==> src/core/acm_pkg.sv <==
// constants, carrier types and states of the converter capture engine
// assumes one 125 MHz clock shared by the capture logic and its host slave
package acm_pkg;
  // ************************************************************
  // widths and sizes
  // ************************************************************
  localparam int ADC_W = 14;
  localparam int DATA_W = 32;
  localparam int CNT_W = 20;
  localparam int ADDR_W = 32;
  localparam int FIFO_AW = 4;
  localparam int FIFO_DEPTH = 16;
  // ************************************************************
  // register indexes and values
  // ************************************************************
  localparam logic REG_CTRL = 1'h0;
  localparam logic REG_STAT = 1'h1;
  localparam logic [DATA_W-1:0] CTRL_RST = 32'h0;
  localparam logic [DATA_W-1:0] STAT_RST = 32'h0;
  localparam logic [ADDR_W-1:0] MEM_BASE = 32'h0;
  localparam logic [ADDR_W-1:0] WORD_STEP = 32'h4;
  localparam logic [CNT_W-1:0] CNT_ONE = 20'h1;
  localparam logic [ADC_W-1:0] DUMMY_RST = 14'h0;
  localparam logic [ADC_W-1:0] DUMMY_STEP = 14'h1;

  typedef struct packed {
    logic start;
    logic dummy;
    logic [9:0] rsvd;
    logic [CNT_W-1:0] count;
  } acm_ctrl_t;

  typedef struct packed {
    logic [28:0] rsvd;
    logic oor;
    logic ovf;
    logic done;
  } acm_stat_t;

  typedef struct packed {
    logic oor;
    logic [ADC_W-1:0] data;
  } acm_sample_t;

  typedef enum logic [1:0] {
    ST_IDLE = 2'b00,
    ST_CAPT = 2'b01,
    ST_DRAIN = 2'b10
  } acm_state_t;
endpackage

==> src/core/acm_fifo.sv <==
// sample buffer between capture and memory writer
// assumes single clock, producer and consumer both on mclk
module acm_fifo
  import acm_pkg::*;
(
  // clock and reset
  input wire logic mclk,
  input wire logic rst,
  // fill side
  input wire logic in_valid,
  output logic in_ready,
  input wire logic [acm_pkg::DATA_W-1:0] in_data,
  // drain side
  output logic out_valid,
  input wire logic out_ready,
  output logic [acm_pkg::DATA_W-1:0] out_data
);
  logic [DATA_W-1:0] mem [FIFO_DEPTH];
  logic [FIFO_AW:0] wr_ptr;
  logic [FIFO_AW:0] rd_ptr;
  logic do_push;
  logic do_pop;

  assign in_ready = (wr_ptr ^ rd_ptr) != {1'b1, {FIFO_AW{1'b0}}};
  assign out_valid = wr_ptr != rd_ptr;
  assign do_push = in_valid && in_ready;
  assign do_pop = out_valid && out_ready;
  assign out_data = mem[rd_ptr[FIFO_AW-1:0]];

  always_ff @(posedge mclk) begin
    if (do_push) begin
      mem[wr_ptr[FIFO_AW-1:0]] <= in_data;
    end
  end

  always_ff @(posedge mclk or posedge rst) begin
    if (rst) begin
      wr_ptr <= '0;
      rd_ptr <= '0;
    end else begin
      if (do_push) begin
        wr_ptr <= wr_ptr + 1'b1;
      end
      if (do_pop) begin
        rd_ptr <= rd_ptr + 1'b1;
      end
    end
  end
endmodule

==> src/core/acm_capture.sv <==
// capture engine: converter pins in, on-chip memory writes out
// assumes the memory behind the master belongs to this instance alone
module acm_capture (
  // clock and reset
  input wire logic mclk,
  input wire logic rst,
  // converter pins
  input wire logic [acm_pkg::ADC_W-1:0] adc_data,
  input wire logic adc_oor,
  // host slave port
  input wire logic avs_address,
  input wire logic avs_read,
  input wire logic avs_write,
  input wire logic [acm_pkg::DATA_W-1:0] avs_writedata,
  output logic [acm_pkg::DATA_W-1:0] avs_readdata,
  // memory master port
  output logic [acm_pkg::ADDR_W-1:0] avm_address,
  output logic avm_write,
  output logic [acm_pkg::DATA_W-1:0] avm_writedata,
  input wire logic avm_waitrequest
);
  import acm_pkg::*;

  acm_ctrl_t ctrl;
  acm_stat_t stat;
  acm_state_t state;
  acm_sample_t pin_s1;
  acm_sample_t pin_s2;
  acm_sample_t pin_s3;
  acm_sample_t smp;
  logic [CNT_W-1:0] cap_cnt;
  logic [ADC_W-1:0] dummy_val;
  logic [ADC_W-1:0] sel_val;
  logic [ADDR_W-1:0] wr_addr;
  logic start_wr;
  logic push_valid;
  logic push_ready;
  logic [DATA_W-1:0] push_data;
  logic pop_valid;
  logic pop_ready;
  logic [DATA_W-1:0] pop_data;
  logic overflow;
  logic range_hit;
  logic drain_done;

  // ************************************************************
  // converter pin synchroniser
  // ************************************************************
  always_ff @(posedge mclk or posedge rst) begin
    if (rst) begin
      pin_s1 <= '0;
      pin_s2 <= '0;
      pin_s3 <= '0;
    end else begin
      pin_s1 <= '{oor: adc_oor, data: adc_data};
      pin_s2 <= pin_s1;
      pin_s3 <= pin_s2;
    end
  end

  // value accepted once stages two and three agree
  always_ff @(posedge mclk or posedge rst) begin
    if (rst) begin
      smp <= '0;
    end else if (pin_s2 == pin_s3) begin
      smp <= pin_s3;
    end
  end

  // ************************************************************
  // host slave port
  // ************************************************************
  assign start_wr = avs_write && avs_address == REG_CTRL && avs_writedata[DATA_W-1] &&
                    state == ST_IDLE;

  always_ff @(posedge mclk or posedge rst) begin
    if (rst) begin
      ctrl <= CTRL_RST;
    end else if (avs_write && avs_address == REG_CTRL && state == ST_IDLE) begin
      ctrl <= avs_writedata;
      ctrl.rsvd <= '0;
    end
  end

  // fixed read latency of one cycle; start bit reads as busy
  always_ff @(posedge mclk or posedge rst) begin
    if (rst) begin
      avs_readdata <= '0;
    end else if (avs_read) begin
      if (avs_address == REG_CTRL) begin
        avs_readdata <= {state != ST_IDLE, ctrl.dummy, 10'h0, ctrl.count};
      end else begin
        avs_readdata <= stat;
      end
    end
  end

  // ************************************************************
  // capture sequence
  // ************************************************************
  always_ff @(posedge mclk or posedge rst) begin
    if (rst) begin
      state <= ST_IDLE;
      cap_cnt <= '0;
    end else begin
      unique case (state)
        ST_IDLE: begin
          cap_cnt <= '0;
          if (start_wr) begin
            state <= (avs_writedata[CNT_W-1:0] == '0) ? ST_DRAIN : ST_CAPT;
          end
        end
        ST_CAPT: begin
          cap_cnt <= cap_cnt + CNT_ONE;
          if (cap_cnt == ctrl.count - CNT_ONE) begin
            state <= ST_DRAIN;
          end
        end
        ST_DRAIN: begin
          if (drain_done) begin
            state <= ST_IDLE;
          end
        end
        default: begin
          state <= ST_IDLE;
        end
      endcase
    end
  end

  // test pattern counter
  always_ff @(posedge mclk or posedge rst) begin
    if (rst) begin
      dummy_val <= DUMMY_RST;
    end else if (start_wr) begin
      dummy_val <= DUMMY_RST;
    end else if (state == ST_CAPT) begin
      dummy_val <= dummy_val + DUMMY_STEP;
    end
  end

  assign sel_val = ctrl.dummy ? dummy_val : smp.data;
  assign push_valid = state == ST_CAPT;
  assign push_data = {{(DATA_W - ADC_W){sel_val[ADC_W-1]}}, sel_val};
  assign overflow = push_valid && !push_ready;
  assign range_hit = push_valid && !ctrl.dummy && smp.oor;
  assign drain_done = state == ST_DRAIN && !pop_valid && !avm_write;

  // ************************************************************
  // sample FIFO
  // ************************************************************
  acm_fifo u_fifo (
    .mclk(mclk),
    .rst(rst),
    .in_valid(push_valid),
    .in_ready(push_ready),
    .in_data(push_data),
    .out_valid(pop_valid),
    .out_ready(pop_ready),
    .out_data(pop_data)
  );

  // ************************************************************
  // memory writer
  // ************************************************************
  assign pop_ready = !avm_write || !avm_waitrequest;

  always_ff @(posedge mclk or posedge rst) begin
    if (rst) begin
      avm_write <= 1'b0;
      avm_address <= MEM_BASE;
      avm_writedata <= '0;
      wr_addr <= MEM_BASE;
    end else if (start_wr) begin
      wr_addr <= MEM_BASE;
    end else if (pop_ready) begin
      avm_write <= pop_valid;
      if (pop_valid) begin
        avm_address <= wr_addr;
        avm_writedata <= pop_data;
        wr_addr <= wr_addr + WORD_STEP;
      end
    end
  end

  // ************************************************************
  // status flags
  // ************************************************************
  always_ff @(posedge mclk or posedge rst) begin
    if (rst) begin
      stat <= STAT_RST;
    end else begin
      if (start_wr) begin
        stat <= STAT_RST;
      end
      if (drain_done) begin
        stat.done <= 1'b1;
      end
      if (overflow) begin
        stat.ovf <= 1'b1;
      end
      if (range_hit) begin
        stat.oor <= 1'b1;
      end
    end
  end

  // ************************************************************
  // assertions
  // ************************************************************
  property p_start_clear;
    @(posedge mclk) disable iff (rst) start_wr |=> stat == STAT_RST;
  endproperty
  a_start_clear: assert property (p_start_clear) else $error("start left a flag set");

  property p_done_src;
    @(posedge mclk) disable iff (rst)
      $rose(stat.done) |-> $past(state) == ST_DRAIN && state == ST_IDLE && !avm_write;
  endproperty
  a_done_src: assert property (p_done_src) else $error("done set before drain end");

  property p_ovf;
    @(posedge mclk) disable iff (rst) push_valid && !push_ready |=> stat.ovf;
  endproperty
  a_ovf: assert property (p_ovf) else $error("overflow not flagged");

  property p_oor;
    @(posedge mclk) disable iff (rst) state == ST_CAPT && !ctrl.dummy && smp.oor |=> stat.oor;
  endproperty
  a_oor: assert property (p_oor) else $error("out of range not flagged");

  property p_hold;
    @(posedge mclk) disable iff (rst)
      avm_write && avm_waitrequest |=>
        avm_write && $stable(avm_writedata) && $stable(avm_address);
  endproperty
  a_hold: assert property (p_hold) else $error("write dropped under wait");

  property p_addr_step;
    @(posedge mclk) disable iff (rst)
      avm_write && !avm_waitrequest ##1 avm_write |-> avm_address == $past(avm_address) + 32'h4;
  endproperty
  a_addr_step: assert property (p_addr_step) else $error("address not consecutive");

  property p_dummy;
    @(posedge mclk) disable iff (rst)
      state == ST_CAPT ##1 state == ST_CAPT |-> dummy_val == $past(dummy_val) + 14'h1;
  endproperty
  a_dummy: assert property (p_dummy) else $error("test pattern not stepping");

  property p_ctrl_wr;
    @(posedge mclk) disable iff (rst)
      avs_write && avs_address == REG_CTRL && state == ST_IDLE |=>
        ctrl.count == $past(avs_writedata[19:0]) && ctrl.rsvd == '0;
  endproperty
  a_ctrl_wr: assert property (p_ctrl_wr) else $error("count not stored");

  property p_run;
    @(posedge mclk) disable iff (rst)
      start_wr && avs_writedata[19:0] != 20'h0 |=> state == ST_CAPT;
  endproperty
  a_run: assert property (p_run) else $error("start did not begin capture");

  property p_stat_rd;
    @(posedge mclk) disable iff (rst)
      avs_read && avs_address == REG_STAT |=> avs_readdata == {29'h0, $past(stat[2:0])};
  endproperty
  a_stat_rd: assert property (p_stat_rd) else $error("status read mismatch");
endmodule

==> config.mk <==
export PLATFORM = sky130hd
export DESIGN_NAME = acm_capture
export DESIGN_NICKNAME = d
export VERILOG_FILES = /design/src/core/acm_pkg.sv /design/src/core/acm_fifo.sv /design/src/core/acm_capture.sv
export SDC_FILE = /design/constraint.sdc
export NUM_CORES = 1
export LEC_CHECK = 0
export BUFFER_PORTS_ARGS = -buffer_cell sky130_fd_sc_hd__buf_2
export CORE_ASPECT_RATIO = 1.2
export CORE_MARGIN = 3
export CORE_UTILIZATION = 40
export DETAILED_ROUTE_END_ITERATION = 7
export SLEW_MARGIN = 20
export SYNTH_ARGS = -nofsm -noshare
export SYNTH_HDL_FRONTEND = slang
export SYNTH_SLANG_ARGS = --single-unit
==> constraint.sdc <==
create_clock -name mclk -period 6.75 [get_ports mclk]
set_input_delay 0.3375 -clock mclk [delete_from_list [all_inputs] [get_ports mclk]]
set_output_delay 0.3375 -clock mclk [all_outputs]
set_load 0.005 [all_outputs]
# --- Word-level counts from Yosys, hierarchy flattened ---
# Memories as Yosys holds them, arrays and structs flattened. A register that Yosys moved wholly into a read port is not among the register bits.
# Cells that the tools add are included.
classes:
  add_sub_neg: 6
  n_eq_ne: 9
  n_mux: 19
  bitwise: 3
  reduce_logical: 31
ops:
  columns: ["op", "count"]
  rows:
  - ["$mux W32", 4]
  - ["$mux W14", 3]
  - ["$pmux W20 S2", 1]
  - ["$add A32 B3 Y32 const B", 1]
  - ["$add A20 B1 Y20 const B", 1]
  - ["$eq A20 B20 Y1", 1]
  - ["$logic_not A20 Y1", 1]
  - ["$sub A20 B1 Y20 const B", 1]
  - ["$reduce_bool A2 Y1", 8]
  - ["$eq A15 B15 Y1", 1]
  - ["$add A14 B1 Y14 const B", 1]
  - ["$logic_and A1 B1 Y1", 11]
  - ["$add A5 B1 Y5 const B", 2]
  - ["$mux W2", 4]
  - ["$pmux W2 S3", 1]
  - ["$reduce_and A3 Y1", 2]
  - ["$logic_not A1 Y1", 5]
  - ["$mux W1", 5]
  - ["$ne A5 B5 Y1", 1]
  - ["$ne A5 B5 Y1 const B", 1]
  - ["$xor A5 B5 Y5", 1]
  - ["$ne A2 B2 Y1 const B", 2]
  - ["$reduce_and A2 Y1", 2]
  - ["$mux W3", 1]
  - ["other kinds (6)", 7]
totals:
  regBits: 227
  ramBits: 512
  inputBits: 53
  output_inout_bits: 97
  word_cells: 91
  memories: 1
mem_list:
  columns: ["memory", "depth", "word_bits", "read_ports", "rd_clocked_by_memory_dff", "wr", "line", "source"]
  rows:
  - ["u_fifo.mem", 16, 32, 1, 1, 1, "acm_fifo.sv:18", "logic [DATA_W-1:0] mem [FIFO_DEPTH];"]

# --- Longest topological paths before layout ---
# Gate-level depths: netlist (run 1).
logic_depth:
  depth_word: 6
  ltp_mapped: 11
  mapped_depth_nobuf: 9

# --- Modules after synthesis ---
# From an unflattened synthesis (run 1), not the netlist that was laid out.
unflattened:
  cells_unflattened: 1723
  area_unflattened_um2: 30138.9
by_module_without_submodules:
  columns: ["mod", "n_inst", "cells_each", "area_each_um2", "seq_area_each_um2"]
  rows:
  - ["acm_fifo", 1, 870, 19977.9, 15625.0]
  - ["acm_capture", 1, 853, 10161.0, 5880.6]

# --- Least setup slack after synthesis (run 1) ---
# No wires, ideal clock.
synth_path:
  path_kind: "flip-flop to flip-flop"
  start: "reg u_fifo.wr_ptr[2]"
  end: "mem u_fifo.mem[3][0], enable pin"
  arrival_ns: 2.475
  t_required_ns: 6.347
  setup_slack_ns: 3.872
  path_stages_with_launch: 8
  synth_period_minus_slack_ns: 2.878
  path_cell_list: "dfrtp_1 -> clkbuf_1 -> xor2_1 -> nor4_1 -> nor2b_1 -> nor2_1 -> nand2_1 -> nor3_1"
synth_via:
  elab_chain_len: 5
synth_lines:
  columns: ["item", "line", "source"]
  rows:
  - ["from (decl)", "acm_fifo.sv:19", "logic [FIFO_AW:0] wr_ptr;"]
  - ["from (signal assigned)", "acm_fifo.sv:42", "wr_ptr <= wr_ptr + 1'b1;"]
  - ["$xor A5 B5 Y5", "acm_fifo.sv:24", "assign in_ready = (wr_ptr ^ rd_ptr) != {1'b1, {FIFO_AW{1'b0}}};"]
  - ["$ne A5 B5 Y1", "acm_fifo.sv:24", null]
  - ["$logic_and A1 B1 Y1", "acm_fifo.sv:26", "assign do_push = in_valid && in_ready;"]
  - ["$mux W1", "acm_fifo.sv:31", "if (do_push) begin"]
  - ["$mux W1 (implied by the code)", "acm_fifo.sv:32", "mem[wr_ptr[FIFO_AW-1:0]] <= in_data;"]
  - ["to (decl)", "acm_fifo.sv:18", null]
# Several ways; a longest one is shown, not always the timed one.

# --- Final worst setup path (run 1) ---
layout_path:
  start: "reg u_fifo.rd_ptr[1]"
  end: "mem u_fifo.mem[14][3], enable pin"
layout_via:
  elab_chain_len: 5
layout_lines:
  columns: ["item", "line", "source"]
  rows:
  - ["from (decl)", "acm_fifo.sv:20", "logic [FIFO_AW:0] rd_ptr;"]
  - ["from (signal assigned)", "acm_fifo.sv:45", "rd_ptr <= rd_ptr + 1'b1;"]
  - ["$xor A5 B5 Y5", "acm_fifo.sv:24", null]
  - ["$ne A5 B5 Y1", "acm_fifo.sv:24", null]
  - ["$logic_and A1 B1 Y1", "acm_fifo.sv:26", null]
  - ["$mux W1", "acm_fifo.sv:31", null]
  - ["$mux W1 (implied by the code)", "acm_fifo.sv:32", null]
# Every way passes these cells.

==> impl_metrics.ini, run 1 <==
[run_status]
status = complete, no violations

[sta]
fin_crit_ns = 3.559
hold_ws_ns = 0.02900
fin_crit_sh_pct = 52.73
max_freq_mhz = 281.0
setup_violations = 0
hold_viol = 0
finClkSkew_ns = 0.02112
slew_viol_final = 0
tightestPinTransition_ns = 1.072
rsz0062_at_grt = false
fin_tns_setup_ns = 0
max_slew_margin_pct = 28.46

[cells_and_area]
syn_to_final_growth_pct = 15.28
fin_nets = 1404
diodes = 0
drive_above_1_share_pct = 28.43

[synthesis]
syn_area_um2 = 18580
synthArstFlopShare_pct = 50.33
syn_area_per_cell_um2 = 15.35
ys_seq_area_share_pct = 66.79
synthCells = 1210
synth_seq_cells = 451
synth_warnings = 0
synth_ff_type = dfrtp_1
ys_types = 49
synth_edf_count = 224

[placed_design]
portBuffers = 127
globalplace.congestion = 0.7831
hpwl_um = 24050

[power_and_ir_drop]
power_leakage_nw = 8.481
p_per_area_nw_per_um2 = 407.3
peakVddDrop_mv = 0.2197

[worst_setup_path]
cpMaxStageDelayCell = dfrtp_4
arrival_ns = 3.81
path_cells = xor2_1 -> nor4_1 -> nor2b_1 -> nor2_1 -> nand2_1 -> nor2_1 -> buf_4
critPathRequiredTime_ns = 7.00
critPathTopFamily = simple AND/OR/NAND/NOR gates
slowest_delay_ns = 1.03
worstSetupEndpointType = register
worstSetupStartpointType = register
path_class = register to register
crit_buf_inv = 1
crit_fanout = 60
critical_path.most_common_cell = nor2_1

[floorplanning]
ios = 150
die_h_um = 242.1
core_area_um2 = 45410
die_area_um2 = 49070
num_rows = 85
fp.dieW_um = 202.7
initial_core_util_pct = 40.90

[global_route]
grt_pass1_wl_um = 60130
grtUsageTotal_pct = 15.57
grt_pass1_vias = 10340
grt_max_degree = 86
gr-total-overflow = 0
grt_antenna_before_repair = 1

[clocking]
post_cts_buffers = 0
cts.sinks = 451
root_buffer = clkbuf_16
clk_pin_slew_ns = 0.06
cts.repair.resized = 0
cts_hold_buf = 19
cts_tree = built
numCtsBuffers = 46
clk_path_buf_depth = 3
clock_latency_ns = 0.57
cts_max_level = 2

[routing]
vias = 10110
via_per_inst = 5.086
wl_per_cell_um = 19.21
drt_first_pass_iters = 5
drtIter0Drc = 667
wirelength_um = 38180
remaining_drc_errors = 0
ant_nets = 0

[worst_hold_path]
hold_class = input port to register

[job]
maxCapViolations = 0
[flip-flops by register name, summed over array words and instances (netlist names), 2 cells and up]
signal         count
state              2
smp               15
pin_s2            15
dummy_val         14
u_fifo.mem       224
avm_writedata     14
avm_address       30
avs_readdata      22
u_fifo.wr_ptr      5
cap_cnt           20
u_fifo.rd_ptr      5
pin_s1            15
stat               3
wr_addr           30
pin_s3            15
ctrl              21
[report_power, final]
group | switching (W) | internal [W] | leakage, nW
sequential | 0.000517 | 0.00353 | 4.98
clock | 0.00104 | 0.00139 | 0.713
combinational | 0.00113 | 0.00112 | 2.79
total | 0.00269 | 0.00603 | 8.48
[worst min-delay path, cell delays in order]
cell and delay, ns:
buf_2 0.11, nand2_1 0.04, o21ai_0 0.06
[per-layer routing]
metal | vias to the layer above | part of all wire, % | GRT usage, %
met3 | 67 | 4.0 | 2.500
met2 | 202 | 51 | 26.74
met5 | - | 0.034 | 0
met4 | 2 | 2.2 | 4.648
met1 | 5147 | 42 | 20.47
li1 | 4692 | - | -
[metrics by stage]
| step | instances | total power [W] | worst slack [ns] | util (%) | area, um2 |
|---|---|---|---|---|---|
| after global routing | 1988 | 0.009212 | 2.905 | 47.15 | 21410 |
| after floorplan | 1221 | 0.005639 | 0.1930 | - | 18620 |
| after CTS | 1988 | 0.008849 | 3.116 | 47.12 | 21400 |
| after global placement | 1884 | 0.006328 | 3.145 | 43.52 | 19760 |
| final | 1988 | 0.008721 | 3.191 | 47.15 | 21410 |
| after detailed placement | 1884 | 0.006388 | 3.141 | 43.52 | 19760 |
[synth_stat cells, drive strengths merged (9+ instances only)]
master    n  share of area (%)
nor4     14               0.55
mux2i    11               0.59
nand3b   18               0.73
edfxtp  224                 36
nor3     14               0.38
dfrtp   227                 31
inv      31               0.63
o21ai    47                1.3
a21oi    14               0.38
buf      45                1.6
xor2     64                3.0
nand3    36               0.97
clkbuf   44               0.89
nand4    21               0.74
xnor2    31                1.5
mux2     91                5.5
nor2     77                1.6
ha        9               0.61
mux4     70                8.5
nand2    57                1.2
[cell usage in the layout, fill, tap and decap left out, types with 30 or more instances in the layout]
cell       count
dfrtp_1      225
edfxtp_1     224
buf_2        127
mux2_2        91
nor2_1        70
mux4_2        70
xor2_1        64
nand2_1       56
o21ai_0       47
clkbuf_16     47
nand3_1       36
xnor2_1       31
inv_1         30
[kinds of logic (layout without fill, tap and decap cells)]
| family | count (synthesis) | count (layout) | share of synthesized area (%) |
|---|---|---|---|
| buf+inv | 120 | 278 | 3.112 |
| compound gates | 83 | 83 | 2.647 |
| flops | 451 | 451 | 66.79 |
| simple gates | 279 | 279 | 7.746 |
| xor+xnor | 95 | 95 | 4.479 |
| other cells | 1 | 12 | 0.02019 |
| mux | 172 | 172 | 14.60 |
| fa+ha+maj | 9 | 9 | 0.6062 |
[final timing paths]
kind                                          end             start  depth (start not counted)  slack [ns]
worst max-delay path            u_fifo.mem[14][3]  u_fifo.rd_ptr[1]                          7        3.19
worst min-delay path                      ctrl[1]  avs_writedata[1]                          3        0.03
worst max register to register  u_fifo.mem[14][3]  u_fifo.rd_ptr[1]                          7        3.19
worst min register to register          pin_s2[3]         pin_s1[3]                          0        0.35
max in group asynchronous        u_fifo.rd_ptr[1]               rst                          4        5.26
min in group asynchronous        avs_readdata[14]               rst                          3        0.36
[layout make-up]
cell class / count / area [um2]
fill: 4017 / 24000
sequential: 451 / 12410
multi-input combinational: 650 / 5710
clock buffer: 57 / 1244
timing repair buffer: 162 / 953.4
tap: 609 / 762.0
clock inverter: 28 / 205.2
inverter: 31 / 123.9
(Power assumes the default switching activity.)
==> run 2: changes to the inputs <==
==> constraint.sdc (replaced) <==
create_clock -name mclk -period 3.2 [get_ports mclk]
set_input_delay 0.16 -clock mclk [delete_from_list [all_inputs] [get_ports mclk]]
set_output_delay 0.16 -clock mclk [all_outputs]
set_load 0.005 [all_outputs]
==> run 2 against run 1 <==
Net effect:
- sequential power increased by 100%
- via count increased by 2.3%
- critical path depth unchanged
- critical path type unchanged
- critical endpoint is now state[0]
- largest power group unchanged
- highest routed layer is now met4
==> impl_metrics.ini, run 2 (same netlist as run 1, synthesis figures left out) <==
[worst_hold_path]
hold_class = input port to register

[cells_and_area]
syn_to_final_growth_pct = 17.24
drive_above_1_share_pct = 28.88
fin_area_um2 = 21780
finish.utilization_pct = 47.96
largest_reg_flops = 224
fin_nets = 1449
final_cell_mix = 225 x dfrtp_1, 224 x edfxtp_1, 127 x buf_2, 91 x mux2_2, 77 x nor2_1
final_common_cell = dfrtp_1
diodes = 0

[worst_setup_path]
crit_fanout = 10
arrival_ns = 3.20
critPathRequiredTime_ns = 3.63
slowest_delay_ns = 0.58
worstSetupStartpointType = register
path_cells = nor4_4 -> nand4_2 -> or4_1 -> o31ai_1 -> o211ai_1 -> or4_4 -> o2bb2ai_2
path_class = register to register
cpMaxStageDelayCell = or4_4
worstSetupEndpointType = register

[job]
maxCapViolations = 0

[sta]
fin_crit_sh_pct = 86.78
fin_tns_setup_ns = 0
fin_crit_ns = 2.777
hold_viol = 0
tightestPinTransition_ns = 0.8009
slew_viol_final = 0
timing.final.ws_setup_ns = 0.4230
max_slew_margin_pct = 46.19
rsz0062_at_grt = false
setup_violations = 0
max_freq_mhz = 360.1
finClkSkew_ns = 0.02516

[floorplanning]
die_h_um = 242.1
die_area_um2 = 49070
num_rows = 85
ios = 150
fp.dieW_um = 202.7
initial_core_util_pct = 40.90
core_area_um2 = 45410

[power_and_ir_drop]
power_w = 0.01847
power_leakage_nw = 8.693
p_per_area_nw_per_um2 = 848.0
peakVddDrop_mv = 0.5290

[placed_design]
hpwl_um = 25080
globalplace.congestion = 0.8072
pre_cts_ws_ns = 0.4283
portBuffers = 127
place_area_um2 = 19980

[run_status]
status = complete, no violations

[global_route]
grt_pass1_vias = 10840
grt_max_degree = 103
grt_antenna_before_repair = 0
grt_pass1_wl_um = 61690
gr-total-overflow = 0
grtUsageTotal_pct = 15.80

[routing]
remaining_drc_errors = 0
wl_per_cell_um = 18.78
vias = 10340
via_per_inst = 5.090
drt_first_pass_iters = 5
ant_nets = 0
wirelength_um = 38160
drtIter0Drc = 655

[clocking]
clock_latency_ns = 0.56
root_buffer = clkbuf_16
numCtsBuffers = 45
cts_tree = built
cts_max_level = 2
cts.sinks = 451
clk_pin_slew_ns = 0.06
clk_path_buf_depth = 3
cts.repair.resized = 0
==> run 2: changes by cell type in the layout (fill, tap and decap cells not counted), sizes merged <==
cell	before	now
inv	32	30
clkbuf	57	59
clkinv	24	20
dlygate4sd3	19	38
bufinv	2	3
clkinvlp	1	2
buf	143	170
==> run 2: area by class of cell <==
| class | count | area [um2] |
|---|---|---|
| clock buffers | 59 | 1220 |
| fillers | 3931 | 23630 |
| multi-input cells | 650 | 5663 |
| flip-flops and latches | 451 | 12410 |
| clock inverters | 24 | 200.2 |
| well taps | 609 | 762.0 |
| inverters | 31 | 120.1 |
| repair buffers | 208 | 1401 |
==> run 2: final timing paths <==
path | from | endpoint | slack (ns) | depth (start not counted)
setup / recovery | ctrl[4] | state[0] | 0.42 | 7
hold / removal | avs_write | state[1] | 0.08 | 4
setup reg to reg | ctrl[4] | state[0] | 0.42 | 7
hold reg to reg | pin_s1[14] | pin_s2[14] | 0.34 | 0
max in group asynchronous | rst | u_fifo.rd_ptr[0] | 1.98 | 4
min in group asynchronous | rst | avs_readdata[18] | 0.23 | 3
==> run 2: power by group <==
part	total [W]	leakage, nW	switching, W	internal (W)
clock	0.00506	0.699	0.00213	0.00293
combinational	0.00512	3.01	0.00261	0.00250
sequential	0.00829	4.98	0.000849	0.00744
total	0.0185	8.69	0.00559	0.0129
==> run 2: per-layer routing <==
| layer | share of wire, % | track usage (%) |
|---|---|---|
| met5 | 0 | 0 |
| met4 | 3.4 | 5.708 |
| met3 | 3.6 | 2.177 |
| met2 | 51 | 27.23 |
| met1 | 42 | 20.46 |
==> run 2: what timing repair did <==
item | 4_1_cts | 5_1_grt
hold endpoints to repair | 58 | 0
hold buffers | 38 | 0
buffers inserted | 0 | 0
==> run 2: worst max-delay path, delay by kind of cell, from the launching register on <==
kind	cells	cell delay [ns]
DFF	1	0.47
and+or+nand+nor	4	1.84
AOI/OAI and AO/OA	3	0.36
==> run 2: stage by stage <==
step	hold slack [ns]	instances
floorplan	0.1914	1221
global placement	0.2578	1911
detailed placement	0.2642	1911
CTS	0.04792	2032
global route	0.07618	2032
finish	0.07944	2032
==> run 3: changes to the inputs <==
--- a/config.mk
+++ b/config.mk
@@ -5,11 +5,13 @@
 export SDC_FILE = /design/constraint.sdc
 export NUM_CORES = 1
 export LEC_CHECK = 0
+export ABC_CLOCK_PERIOD_IN_PS = 3200
 export BUFFER_PORTS_ARGS = -buffer_cell sky130_fd_sc_hd__buf_2
 export CORE_ASPECT_RATIO = 1.2
 export CORE_MARGIN = 3
 export CORE_UTILIZATION = 40
 export DETAILED_ROUTE_END_ITERATION = 7
+export RECOVER_POWER = 25
 export SLEW_MARGIN = 20
 export SYNTH_ARGS = -nofsm -noshare
 export SYNTH_HDL_FRONTEND = slang
==> run 3 against run 2 <==
Net effect:
- utilization decreased by 0.18 points
- sequential share of layout area increased by 0.21 points
- cell count unchanged
- largest cell class unchanged
- final area is 0.37% lower
- first-iteration DRC count is 3.2% higher
- largest power group unchanged
- global-route usage stayed put
- routed wire length about the same
- count of clock-buffer cells in the layout unchanged
- the flow now finishes with violations (max-capacitance violations, max-slew violations)
==> impl_metrics.ini, run 3 (same netlist as run 1, synthesis figures left out) <==
[clocking]
cts.repair.resized = 0
clk_pin_slew_ns = 0.06
cts_max_level = 2
root_buffer = clkbuf_16
clock_latency_ns = 0.56
cts_hold_buf = 38
clk_path_buf_depth = 3
cts_tree = built
cts.sinks = 451
numCtsBuffers = 45
post_cts_buffers = 0

[worst_setup_path]
worstSetupStartpointType = register
r2r_cells = 7
cpMaxStageDelayCell = or4_4
crit_fanout = 10
path_depth = 7
arrival_ns = 3.20
critPathTopFamily = simple AND/OR/NAND/NOR gates
critPathRequiredTime_ns = 3.63
slowest_delay_ns = 0.58
r2r_start = ctrl[4]
crit_buf_inv = 0
startpoint = ctrl[4]
crit_end = state[0]
path_cells = nor4_4 -> nand4_2 -> or4_1 -> o31ai_1 -> o211ai_1 -> or4_4 -> o2bb2ai_2
reg2reg_slack_ns = 0.43
reg2reg_to = state[0]
worstSetupEndpointType = register
path_class = register to register

[cells_and_area]
multi_input_area_um2 = 5663
fin_area_um2 = 21700
drive_above_1_share_pct = 26.28
fin_nets = 1449
ff_latch_area_um2 = 12410
final_cell_mix = 225 x dfrtp_1, 224 x edfxtp_1, 91 x mux2_2, 91 x buf_2, 77 x nor2_1
diodes = 0
final_common_cell = dfrtp_1
instances_no_fill = 2032
fillers = 3953
syn_to_final_growth_pct = 16.81
largest_reg_flops = 224

[sta]
timing.final.ws_setup_ns = 0.4261
tightestPinTransition_ns = 1.725
max_freq_mhz = 360.5
max_slew_margin_pct = -14.99
fin_tns_setup_ns = 0
setup_violations = 0
fin_crit_ns = 2.774
rsz0062_at_grt = false
fin_crit_sh_pct = 86.68
finClkSkew_ns = 0.02565
slew_viol_final = 71
hold_viol = 0

[routing]
wl_per_cell_um = 18.79
ant_nets = 0
via_per_inst = 5.077
drtIter0Drc = 676
wirelength_um = 38190
vias = 10320
drt_first_pass_iters = 5
remaining_drc_errors = 0

[floorplanning]
die_h_um = 242.1
fp.dieW_um = 202.7
ios = 150
core_area_um2 = 45410
die_area_um2 = 49070
num_rows = 85
initial_core_util_pct = 40.90

[placed_design]
dp_cells = 1911
portBuffers = 127
hpwl_um = 25080
place_area_um2 = 19980
pre_cts_ws_ns = 0.4283
globalplace.congestion = 0.8072

[global_route]
grt_pass1_vias = 10840
gr-total-overflow = 0
grt_max_degree = 103
grt_pass1_wl_um = 61690
grt_antenna_before_repair = 0
grtUsageTotal_pct = 15.80

[job]
maxCapViolations = 1

[worst_hold_path]
hold_class = input port to register

[run_status]
status = complete, but fails checks
violations = max-capacitance violations, max-slew violations

[power_and_ir_drop]
peakVddDrop_mv = 0.5286
power_leakage_nw = 8.548
p_per_area_nw_per_um2 = 850.0
[run 3: cell type report]
class / count / area share (%)
inverter: 31 / 0.5421
clock inverter: 24 / 0.9227
clock buffer: 59 / 5.623
timing repair buffer: 208 / 6.095
sequential: 451 / 57.21
tap: 609 / 3.512
multi-input combinational: 650 / 26.10
[run 3: power breakdown]
part           leakage (nW)  total (W)  switching [W]  internal [W]
Clock                 0.699    0.00506        0.00214       0.00293
Sequential             4.98    0.00830       0.000855       0.00744
Combinational          2.87    0.00508        0.00262       0.00247
[run 3: per-layer routing]
layer	global-route usage, %	wire length (um)	part of all wire, %
met5	0	0	0
met4	5.708	1319	3.5
met3	2.177	1444	3.8
met2	27.23	19500	51
met1	20.46	15930	42
[run 3: worst min path at each step]
| stage | from | endpoint | slack [ns] | cells past startpoint |
|---|---|---|---|---|
| 3_5_place_dp | rst | avs_readdata[15] | 0.26 | 2 |
| 6_report | avs_write | state[1] | 0.08 | 4 |
| 5_1_grt | avs_write | state[1] | 0.08 | 4 |
| 4_1_cts | avs_write | state[1] | 0.05 | 4 |
| 3_3_place_gp | rst | avs_readdata[15] | 0.26 | 2 |
| 2_1_floorplan | adc_data[0] | pin_s1[0] | 0.19 | 0 |
[run 3: per-stage QoR]
stage               hold WS, ns  utilization (%)  power [W]
CTS                     0.04792            47.96    0.01878
detailed placement       0.2642            43.99    0.01361
floorplan                0.1914                -    0.01190
global route            0.07618            47.78    0.01951
finish                  0.07996            47.78    0.01844
global placement         0.2578            43.99    0.01346
[run 3: tightest hold or removal path, cell delays in order]
cell and delay [ns]:
buf_2 0.13, nand4b_1 0.08, mux2_2 0.15, o22ai_2 0.06
